## config.mk

```make
export PLATFORM = sky130hd
export DESIGN_NAME = emsdh_top
export DESIGN_NICKNAME = d
export VERILOG_FILES = /design/src/emsdh_ifclk.v /design/src/emsdh_lat_dly.v /design/src/emsdh_top.v
export VERILOG_INCLUDE_DIRS = /design/src /design/src/src
export SDC_FILE = /design/constraint.sdc
export NUM_CORES = 1
export LEC_CHECK = 0
export BUFFER_PORTS_ARGS = -buffer_cell sky130_fd_sc_hd__buf_4
export CORE_ASPECT_RATIO = 0.75
export CORE_MARGIN = 3
export CORE_UTILIZATION = 47
export DETAILED_ROUTE_END_ITERATION = 10
export PLACE_DENSITY = 0.81
export SLEW_MARGIN = 40
export SYNTH_ARGS = -nofsm -noshare
export SYNTH_HDL_FRONTEND = slang
export SYNTH_HIERARCHICAL = 1
export SYNTH_SLANG_ARGS = --single-unit
```

## constraint.sdc

```tcl
create_clock -name CLK_SYS -period 8 [get_ports CLK_SYS]
set_input_delay 1.6 -clock CLK_SYS [delete_from_list [all_inputs] [get_ports CLK_SYS]]
set_output_delay 1.6 -clock CLK_SYS [all_outputs]
set_load 0.1 [all_outputs]
```

## src/emsdh_consts.vh

```
// Constants for the SDRAM strobe, peripheral transfer and bus surrender block
`ifndef EMSDH_CONSTS_VH
`define EMSDH_CONSTS_VH

// Interface clock source select codes
`define EMSDH_SRC_EXT       2'h0
`define EMSDH_SRC_DIV4      2'h1
`define EMSDH_SRC_DIV6      2'h2

// Divider terminal counts and high-phase lengths, in system clock cycles
`define EMSDH_DIV4_LAST     3'h3
`define EMSDH_DIV6_LAST     3'h5
`define EMSDH_DIV4_HALF     3'h2
`define EMSDH_DIV6_HALF     3'h3

// User command codes
`define EMSDH_CMD_ACTIVATE  3'h0
`define EMSDH_CMD_READ      3'h1
`define EMSDH_CMD_WRITE     3'h2
`define EMSDH_CMD_DEACT_ALL 3'h3
`define EMSDH_CMD_DEACT_ONE 3'h4
`define EMSDH_CMD_AUTO_REF  3'h5
`define EMSDH_CMD_MODE_SET  3'h6
`define EMSDH_CMD_SELF_REF  3'h7

// SDRAM command encodings as {row strobe, column strobe, write strobe}, active low
`define EMSDH_ENC_NOP       3'h7
`define EMSDH_ENC_ACTIVATE  3'h3
`define EMSDH_ENC_READ      3'h5
`define EMSDH_ENC_WRITE     3'h4
`define EMSDH_ENC_DEACT     3'h2
`define EMSDH_ENC_REFRESH   3'h1
`define EMSDH_ENC_MODE_SET  3'h0

// Address bit that selects all banks on a deactivate
`define EMSDH_ADDR_ALLBANK  5'h0a

// Timing in interface clock periods
`define EMSDH_CAS_LATENCY   3'h3
`define EMSDH_HOLD_MIN_E    3'h2

`endif

```

## src/emsdh_ifclk.v

```verilog
// Interface clock generator: external clock follower or system clock divider
`timescale 1ns/1ps
`default_nettype none
`include "emsdh_consts.vh"

module emsdh_ifclk (
   // Clock and reset
   input  wire       clk,
   input  wire       rst,
   // Source selection
   input  wire [1:0] src_sel,
   input  wire       ext_clk,
   // Interface clock rising-edge enable and level
   output wire       tick,
   output reg        clk_lvl
);

   reg  [2:0] cnt_q;
   reg        ext_q;
   wire       use_ext  = (src_sel == `EMSDH_SRC_EXT);
   wire       use_div6 = (src_sel == `EMSDH_SRC_DIV6);
   wire [2:0] div_last = use_div6 ? `EMSDH_DIV6_LAST : `EMSDH_DIV4_LAST;
   wire [2:0] div_half = use_div6 ? `EMSDH_DIV6_HALF : `EMSDH_DIV4_HALF;
   wire       div_wrap = (cnt_q >= div_last);
   wire [2:0] cnt_d    = div_wrap ? 3'h0 : cnt_q + 3'h1;

   // Tick marks the system edge on which clk_lvl rises
   assign tick = use_ext ? (ext_clk & ~ext_q) : div_wrap;

   always @(posedge clk) begin
      if (rst) begin
         cnt_q   <= 3'h0;
         ext_q   <= 1'b0;
         clk_lvl <= 1'b0;
      end else begin
         cnt_q   <= cnt_d;
         ext_q   <= ext_clk;
         clk_lvl <= use_ext ? ext_clk : (cnt_d < div_half);
      end
   end

endmodule // emsdh_ifclk
`default_nettype wire

```

## src/emsdh_lat_dly.v

```verilog
// Programmable 0 to 3 interface-period delay for the transfer strobe
`timescale 1ns/1ps
`default_nettype none

module emsdh_lat_dly (
   // Clock and reset
   input  wire       clk,
   input  wire       rst,
   // Interface clock enable
   input  wire       tick,
   // Latency code and data-phase marker
   input  wire [1:0] lat,
   input  wire       phase_in,
   // Delayed marker and pending flag
   output wire       strobe,
   output wire       busy
);

   reg [2:0] sr_q;

   assign strobe = (lat == 2'h0) ? phase_in :
                   (lat == 2'h1) ? sr_q[0] :
                   (lat == 2'h2) ? sr_q[1] : sr_q[2];
   assign busy   = |sr_q;

   always @(posedge clk) begin
      if (rst) begin
         sr_q <= 3'h0;
      end else if (tick) begin
         sr_q <= {sr_q[1:0], phase_in};
      end
   end

endmodule // emsdh_lat_dly
`default_nettype wire

```

## src/emsdh_top.v

```verilog
// SDRAM command strobes, peripheral transfer strobe and bus surrender handshake
//
// Operation
// - Shared strobes act as column, write, row.
// - Supports all seven SDRAM commands plus self-refresh.
// - All SDRAM outputs change on clock rise.
// - Read data sampled on memory clock rise.
// - Transfer strobe only for peripheral-transfer DMA.
// - Peripheral-transfer read data is not captured.
// - Peripheral-transfer write leaves data bus floating.
// - Read strobe delayed 0-3 by latency code.
// - Write strobe delayed 0-3 by latency code.
// - Grant only after pending transactions complete.
// - Surrender disable blocks new surrender entry from idle.
// - Clock outputs toggle or float per select.
// - Float two periods after request; grant on the same edge.
// - Redrive 2-7 periods after release; grant released on the same edge.
// - Floated clocks follow the same surrender timing.
// - All listed bus signals float during surrender.
// - Interface clock: external, CPU/4 or CPU/6.
`timescale 1ns/1ps
`default_nettype none
`include "emsdh_consts.vh"

module emsdh_top (
   // System clock and reset
   input  wire        CLK_SYS,
   input  wire        RST,
   // Configuration
   input  wire [1:0]  IF_CLK_SRC,
   input  wire        EXT_IF_CLOCK_IN,
   input  wire [1:0]  PXFER_READ_LATENCY,
   input  wire [1:0]  PXFER_WRITE_LATENCY,
   input  wire        SURRENDER_DISABLE,
   input  wire [1:0]  CLKOUT_FLOAT_SEL,
   // User command port
   input  wire        CMD_VALID,
   input  wire [2:0]  CMD_CODE,
   input  wire [1:0]  CMD_CHIP,
   input  wire [19:0] CMD_ADDR,
   input  wire [7:0]  CMD_BE_N,
   input  wire [63:0] CMD_WDATA,
   input  wire        CMD_PXFER,
   output wire        CMD_ACK,
   // Read return and status
   output wire [63:0] RD_DATA,
   output wire        RD_VALID,
   output wire        SELF_REFRESH_ACTIVE,
   // Memory bus
   output wire [3:0]  MEM_CHIP_SELECT_N,
   output wire [7:0]  MEM_BYTE_ENABLE_N,
   output wire [19:0] MEM_ADDR_BUS,
   output wire [63:0] MEM_DATA_OUT,
   output wire        MEM_DATA_OE,
   input  wire [63:0] MEM_DATA_IN,
   output wire        SDRAM_ROW_STROBE_N,
   output wire        SDRAM_COL_STROBE_N,
   output wire        SDRAM_WRITE_STROBE_N,
   output wire        SDRAM_CLK_ENABLE,
   output wire        THIRD_OUTPUT_ENABLE_N,
   output wire        PERIPH_XFER_STROBE_N,
   output wire        MEM_BUS_OE,
   // Memory clock outputs
   output wire [1:0]  MEM_CLOCK_OUT,
   output wire [1:0]  MEM_CLOCK_OE,
   // Bus surrender handshake
   input  wire        SURR_REQ_N,
   output wire        SURR_GRANT_N
);

   localparam [2:0] ST_IDLE   = 3'h0;
   localparam [2:0] ST_RDWAIT = 3'h1;
   localparam [2:0] ST_SELF   = 3'h2;
   localparam [2:0] ST_HENTER = 3'h3;
   localparam [2:0] ST_HOLD   = 3'h4;
   localparam [2:0] ST_HEXIT  = 3'h5;

   // Interface clock
   wire        tick;
   wire        clk_lvl;

   // State and counters
   reg  [2:0]  state_q;
   reg  [2:0]  state_d;
   reg  [2:0]  rd_cnt_q;
   reg  [2:0]  rd_cnt_d;
   reg  [2:0]  hcnt_q;
   reg  [2:0]  hcnt_d;
   reg         pxfer_q;
   reg         pxfer_d;

   // Registered pin values
   reg  [3:0]  cs_n_q;
   reg  [3:0]  cs_n_d;
   reg  [2:0]  enc_q;
   reg  [2:0]  enc_d;
   reg  [7:0]  be_n_q;
   reg  [7:0]  be_n_d;
   reg  [19:0] addr_q;
   reg  [19:0] addr_d;
   reg  [63:0] wdata_q;
   reg  [63:0] wdata_d;
   reg         data_oe_q;
   reg         data_oe_d;
   reg         cke_q;
   reg         cke_d;
   reg         bus_oe_q;
   reg         bus_oe_d;
   reg  [1:0]  clk_oe_q;
   reg  [1:0]  clk_oe_d;
   reg         grant_n_q;
   reg         grant_n_d;
   reg         pxs_n_q;
   reg         self_ref_q;
   reg         ack_q;
   reg         ack_d;
   reg  [63:0] rd_data_q;
   reg         rd_valid_q;
   reg         rd_valid_d;
   reg         rd_phase;
   reg         wr_phase;

   wire        rd_strobe;
   wire        wr_strobe;
   wire        rd_busy;
   wire        wr_busy;
   wire        hold_req = ~SURR_REQ_N;
   wire        pending  = rd_busy | wr_busy;
   wire [3:0]  cs_sel_n = ~(4'h1 << CMD_CHIP);

   // Interface clock from external pin or system divider
   emsdh_ifclk u_ifclk (
      .clk     (CLK_SYS),
      .rst     (RST),
      .src_sel (IF_CLK_SRC),
      .ext_clk (EXT_IF_CLOCK_IN),
      .tick    (tick),
      .clk_lvl (clk_lvl)
   );

   // Strobe delay after the read data phase
   emsdh_lat_dly u_rd_dly (
      .clk      (CLK_SYS),
      .rst      (RST),
      .tick     (tick),
      .lat      (PXFER_READ_LATENCY),
      .phase_in (rd_phase),
      .strobe   (rd_strobe),
      .busy     (rd_busy)
   );

   // Strobe delay after the write data phase
   emsdh_lat_dly u_wr_dly (
      .clk      (CLK_SYS),
      .rst      (RST),
      .tick     (tick),
      .lat      (PXFER_WRITE_LATENCY),
      .phase_in (wr_phase),
      .strobe   (wr_strobe),
      .busy     (wr_busy)
   );

   always @* begin
      state_d    = state_q;
      rd_cnt_d   = rd_cnt_q;
      hcnt_d     = hcnt_q;
      pxfer_d    = pxfer_q;
      cs_n_d     = 4'hf;
      enc_d      = `EMSDH_ENC_NOP;
      be_n_d     = 8'h00;
      addr_d     = addr_q;
      wdata_d    = wdata_q;
      data_oe_d  = 1'b0;
      cke_d      = cke_q;
      bus_oe_d   = bus_oe_q;
      clk_oe_d   = clk_oe_q;
      grant_n_d  = grant_n_q;
      ack_d      = 1'b0;
      rd_valid_d = 1'b0;
      rd_phase   = 1'b0;
      wr_phase   = 1'b0;
      if (tick) begin
         case (state_q)
            ST_IDLE: begin
               // Surrender wins over a new command; accepted work drains first
               if (hold_req && !SURRENDER_DISABLE && !pending) begin
                  state_d = ST_HENTER;
                  hcnt_d  = 3'h1;
               end else if (CMD_VALID) begin
                  ack_d   = 1'b1;
                  cs_n_d  = cs_sel_n;
                  addr_d  = CMD_ADDR;
                  pxfer_d = CMD_PXFER;
                  case (CMD_CODE)
                     `EMSDH_CMD_ACTIVATE: begin
                        enc_d = `EMSDH_ENC_ACTIVATE;
                     end
                     `EMSDH_CMD_READ: begin
                        enc_d    = `EMSDH_ENC_READ;
                        rd_cnt_d = 3'h1;
                        state_d  = ST_RDWAIT;
                     end
                     `EMSDH_CMD_WRITE: begin
                        enc_d     = `EMSDH_ENC_WRITE;
                        be_n_d    = CMD_BE_N;
                        wdata_d   = CMD_WDATA;
                        data_oe_d = ~CMD_PXFER;
                        wr_phase  = CMD_PXFER;
                     end
                     `EMSDH_CMD_DEACT_ALL: begin
                        enc_d = `EMSDH_ENC_DEACT;
                        addr_d[`EMSDH_ADDR_ALLBANK] = 1'b1;
                     end
                     `EMSDH_CMD_DEACT_ONE: begin
                        enc_d = `EMSDH_ENC_DEACT;
                        addr_d[`EMSDH_ADDR_ALLBANK] = 1'b0;
                     end
                     `EMSDH_CMD_AUTO_REF: begin
                        enc_d = `EMSDH_ENC_REFRESH;
                     end
                     `EMSDH_CMD_MODE_SET: begin
                        enc_d = `EMSDH_ENC_MODE_SET;
                     end
                     default: begin
                        // Self-refresh entry: refresh with clock enable dropped
                        enc_d   = `EMSDH_ENC_REFRESH;
                        cke_d   = 1'b0;
                        state_d = ST_SELF;
                     end
                  endcase
               end
            end
            ST_RDWAIT: begin
               if (rd_cnt_q == `EMSDH_CAS_LATENCY) begin
                  rd_phase = pxfer_q;
               end
               if (rd_cnt_q == `EMSDH_CAS_LATENCY + 3'h1) begin
                  rd_valid_d = ~pxfer_q;
                  state_d    = ST_IDLE;
               end else begin
                  rd_cnt_d = rd_cnt_q + 3'h1;
               end
            end
            ST_SELF: begin
               // Only the self-refresh code leaves; other commands wait
               if (CMD_VALID && (CMD_CODE == `EMSDH_CMD_SELF_REF)) begin
                  ack_d   = 1'b1;
                  cke_d   = 1'b1;
                  state_d = ST_IDLE;
               end
            end
            ST_HENTER: begin
               if (!hold_req) begin
                  state_d = ST_IDLE;
               end else if (hcnt_q == `EMSDH_HOLD_MIN_E) begin
                  bus_oe_d  = 1'b0;
                  clk_oe_d  = ~CLKOUT_FLOAT_SEL;
                  grant_n_d = 1'b0;
                  state_d   = ST_HOLD;
               end else begin
                  hcnt_d = hcnt_q + 3'h1;
               end
            end
            ST_HOLD: begin
               // Grant stays low until the master lets go
               if (!hold_req) begin
                  state_d = ST_HEXIT;
                  hcnt_d  = 3'h1;
               end
            end
            ST_HEXIT: begin
               // Fixed at two periods, well inside the seven allowed
               if (hcnt_q == `EMSDH_HOLD_MIN_E) begin
                  bus_oe_d  = 1'b1;
                  clk_oe_d  = 2'h3;
                  grant_n_d = 1'b1;
                  state_d   = ST_IDLE;
               end else begin
                  hcnt_d = hcnt_q + 3'h1;
               end
            end
            default: begin
               state_d = ST_IDLE;
            end
         endcase
      end
   end

   // Memory pin registers move only on the interface clock rising edge; ack and read valid drop one system cycle later
   always @(posedge CLK_SYS) begin
      if (RST) begin
         state_q    <= ST_IDLE;
         rd_cnt_q   <= 3'h0;
         hcnt_q     <= 3'h0;
         pxfer_q    <= 1'b0;
         cs_n_q     <= 4'hf;
         enc_q      <= `EMSDH_ENC_NOP;
         be_n_q     <= 8'h00;
         addr_q     <= 20'h00000;
         wdata_q    <= 64'h0000000000000000;
         data_oe_q  <= 1'b0;
         cke_q      <= 1'b1;
         bus_oe_q   <= 1'b1;
         clk_oe_q   <= 2'h3;
         grant_n_q  <= 1'b1;
         pxs_n_q    <= 1'b1;
         self_ref_q <= 1'b0;
         ack_q      <= 1'b0;
         rd_data_q  <= 64'h0000000000000000;
         rd_valid_q <= 1'b0;
      end else begin
         state_q    <= state_d;
         rd_cnt_q   <= rd_cnt_d;
         hcnt_q     <= hcnt_d;
         pxfer_q    <= pxfer_d;
         ack_q      <= ack_d;
         rd_valid_q <= rd_valid_d;
         bus_oe_q   <= bus_oe_d;
         clk_oe_q   <= clk_oe_d;
         grant_n_q  <= grant_n_d;
         if (tick) begin
            cs_n_q    <= cs_n_d;
            enc_q     <= enc_d;
            be_n_q    <= be_n_d;
            addr_q    <= addr_d;
            wdata_q   <= wdata_d;
            // Data pins need both the write drive and bus ownership
            data_oe_q <= data_oe_d & bus_oe_d;
            cke_q     <= cke_d;
            self_ref_q <= ~cke_d;
            pxs_n_q   <= ~(rd_strobe | wr_strobe);
         end
         if (rd_valid_d) begin
            rd_data_q <= MEM_DATA_IN;
         end
      end
   end

   assign CMD_ACK               = ack_q;
   assign RD_DATA               = rd_data_q;
   assign RD_VALID              = rd_valid_q;
   assign SELF_REFRESH_ACTIVE   = self_ref_q;
   assign MEM_CHIP_SELECT_N     = cs_n_q;
   assign MEM_BYTE_ENABLE_N     = be_n_q;
   assign MEM_ADDR_BUS          = addr_q;
   assign MEM_DATA_OUT          = wdata_q;
   assign MEM_DATA_OE           = data_oe_q;
   // Strobe bits: row, column, write
   assign SDRAM_ROW_STROBE_N    = enc_q[2];
   assign SDRAM_COL_STROBE_N    = enc_q[1];
   assign SDRAM_WRITE_STROBE_N  = enc_q[0];
   assign SDRAM_CLK_ENABLE      = cke_q;
   assign THIRD_OUTPUT_ENABLE_N = 1'b1;
   assign PERIPH_XFER_STROBE_N  = pxs_n_q;
   assign MEM_BUS_OE            = bus_oe_q;
   assign MEM_CLOCK_OUT         = {2{clk_lvl}};
   assign MEM_CLOCK_OE          = clk_oe_q;
   assign SURR_GRANT_N          = grant_n_q;

endmodule // emsdh_top
`default_nettype wire

```

==> impl_metrics.toml <==
[status]
status = "complete, no violations"

[sta]
setup_viol = 0
worst_pin_slew_ns = 0.792
final.setup.tns_ns = 0
min_period_ns = 4.45
grt_setup_unrepaired = "no"
max_freq_mhz = 225
hold_violations = 0
slew_headroom_pct = 47.2
final.period_utilization_pct = 55.6
slew_viol_final = 0
finClkSkew_ns = 0.00922
layout_setup_ws_ns = 3.55

[routing]
drt_iter0_drc = 684
drtAntennaViolNets = 0
firstDrtPassIters = 6
wl_per_cell_um = 16.7
via_count = 7461
wl_um = 24000
drc = 0
vias_per_cell = 5.18

[cts]
clk_path_buf_depth = 2
cts_made_buffers = 17
ctsHoldBuffers = 0
post_cts_buffers = 0
cts_htree_levels = 4
cts_tree = "done"
worstSkewPairLatency_ns = 0.43
ctsResizeCount = 0
clk_pin_slew_ns = 0.07
clkSinkCount = 194
root_buffer = "clkbuf_16"

[final_layout]
final-seq-area_um2 = 3880
final_cell_mix = "buf_4, nand2_1, dfxtp_1, a21oi_1, nor2_1"
nNetsFinal = 1406
n_fill_cell = 1269
post-route-util_pct = 69.1
area_delta_synth_final_pct = 42.1
multi_input_area_um2 = 3200
num_antenna_cells = 0
drive_gt1_share_pct = 32.7
final_common_cell = "buf_4"

[yosys]
avgSynthCellArea_um2 = 8.19
asyncSetResetFlopFracSynth_pct = 0
syn_nets = 1099
synth_enable_flop_cells = 0
yosysUniqueCellTypes = 63
syn_area_um2 = 7500
synth_seq_cells = 194
yosysSeqAreaShare_pct = 51.8
synth_ff_type = "dfxtp_1"
ys.warnings.count = 6
postSynthCellCount = 915

[die]
rows = 39
initial_core_util_pct = 48.6
placeableCoreArea_um2 = 15400
dieArea_um2 = 17500
dieWidth_um = 152
io_pins = 352
die_h_um = 115

[critical_path]
crit_buf_inv = 3
cp_slowest_cell = "or4_4"
endpoint_kind = "flip-flop"
critPathTopFamily = "simple AND/OR/NAND/NOR gates"
slowest_delay_ns = 1.02
required_ns = 8.27
cp.arrival_ns = 4.72
cp-start-kind = "primary input"
cp_common_cell = "buf_4"
crit_type = "in2reg"
r2r_setup_slack_ns = 4.68
path_cells = "buf_4 -> nand2b_1 -> ha_1 -> nand3_1 -> nand2_2 -> o21a_1 -> buf_4 -> clkinv_1 -> or4_4 -> nand2_1 -> a21oi_1"
cp_max_fo = 65

[placed_design]
hpwl_um = 17200
place_ws_ns = 2.87
numPortBuffers = 350
gp_congestion = 0.867

[min_path]
hold_class = "reg2reg"

[global_route]
grt_start_max_net_pins = 97
grt-ovfl-total = 0
grt_pass1_wl_um = 36600
track_usage_pct = 25.7
grt_pass1_vias = 6933
antenna_found_initial = 0

[power_and_ir_drop]
powerDensity_nw_per_um2 = 209
leakagePower_nw = 4.44
pwr-share-seq_pct = 45.3
max-vdd-ir-drop_mv = 0.172
finalPower_w = 0.00223
p_clk_share_pct = 37.9
power.switching_w = 0.000670
power_frac_comb_pct = 16.8
p_int_w = 0.00156
p_sw_share_pct = 30.0

[flow_run]
maxCapViolCount = 0
==> flip-flops by register name, summed over array words and instances, names as in the netlist, 2 cells and up, named ones only <==
signal	cells
u_ifclk/cnt_q	3
u_rd_dly/sr_q	3
RD_DATA	64
MEM_BYTE_ENABLE_N	8
rd_cnt_q	3
MEM_DATA_OUT	64
MEM_ADDR_BUS	20
state_q	3
enc_q	3
hcnt_q	3
MEM_CHIP_SELECT_N	4
u_wr_dly/sr_q	3
MEM_CLOCK_OE	2
==> power groups by stage <==
| stage | Sequential, W | Combinational (W) | Clock, W |
|---|---|---|---|
| 5_1_grt | 0.00101 | 0.000399 | 0.000898 |
| 6_report | 0.00101 | 0.000375 | 0.000845 |
| 4_1_cts | 0.00101 | 0.000372 | 0.000858 |
| 2_1_floorplan | 0.00113 | 0.000151 | 0 |
| 3_5_place_dp | 0.00103 | 0.000371 | 0 |
| 3_3_place_gp | 0.00103 | 0.000368 | 0 |
==> kinds of logic after synthesis <==
family	count (synthesis)	synth area share, %
AOI/OAI and AO/OA	209	15.8
xor gates and xnor gates	2	0.234
adders and majority gates	8	1.34
buffers and inverters	81	5.77
DFF	194	51.8
muxes	14	2.22
other	1	0.0500
and+or+nand+nor	406	22.8
==> area by class of cell <==
| cell class | instances | area share (%) |
|---|---|---|
| Clock buffer | 18 | 4.12 |
| Clock inverter | 14 | 1.40 |
| Inverter | 14 | 0.493 |
| Multi-Input combinational cell | 640 | 30.0 |
| Sequential cell | 194 | 36.5 |
| Tap cell | 205 | 2.41 |
| Timing Repair Buffer | 355 | 25.1 |
==> per-layer routing <==
metal / vias up / share of wire, % / global-route usage, %
met4: 0 / 2.1 / 6.35
met2: 312 / 49 / 43.7
met3: 40 / 8.0 / 8.16
li1: 3664 / - / -
met5: - / 0 / 0
met1: 3445 / 41 / 32.1
==> tightest hold or removal path, delay by kind of cell, from the launching register on <==
kind	cells	cell delay (ns)
AO/OA/AOI/OAI	1	0.05
flip-flops	1	0.31
AND/OR/NAND/NOR	1	0.05
==> worst paths after layout <==
| check | startpoint | to | cells past startpoint |
|---|---|---|---|
| max reg2reg | u_ifclk/cnt_q[2] | RD_DATA[50] | 9 |
| min reg2reg | RD_DATA[11] | RD_DATA[11] | 2 |
| min | RD_DATA[11] | RD_DATA[11] | 2 |
| max | IF_CLK_SRC[0] | RD_DATA[50] | 11 |
==> stage by stage <==
stage / instance area (um2) / hold slack (ns) / cells
after floorplan: 7500 / 0.449 / 915
after global placement: 10000 / 0.442 / 1408
after detailed placement: 10100 / 0.447 / 1408
after CTS: 10600 / 0.456 / 1440
after global routing: 10700 / 0.468 / 1440
final: 10700 / 0.454 / 1440
==> cells in the mapped netlist, types with 2 or more instances <==
cell type,instances,area (um2)
nand2_1,331,1240
dfxtp_1,194,3880
a21oi_1,161,806
clkbuf_1,35,131
nor2_1,18,67.6
buf_2,16,80.1
buf_6,13,146
inv_1,12,45.0
mux2i_1,11,110
ha_1,8,100
o21ai_0,8,40.0
nand3_1,7,35.0
nor3_1,7,35.0
nor3b_1,6,45.0
nand2b_1,5,31.3
and2_1,4,25.0
o22ai_1,4,25.0
a221oi_1,3,26.3
buf_4,3,22.5
nand3b_1,3,22.5
nor2b_1,3,18.8
nor4b_1,3,26.3
o21a_1,3,22.5
or3_1,3,18.8
a2111oi_0,2,17.5
a21o_1,2,15.0
a21oi_2,2,17.5
a311oi_1,2,17.5
a31oi_1,2,12.5
and3_1,2,12.5
clkinv_1,2,7.51
mux4_2,2,45.0
nand4_1,2,12.5
o2111ai_1,2,17.5
o211ai_1,2,15.0
o31a_1,2,17.5
o31ai_1,2,15.0
o32ai_1,2,17.5
o41ai_1,2,17.5
Note: power is estimated with default switching activity, not from simulation.
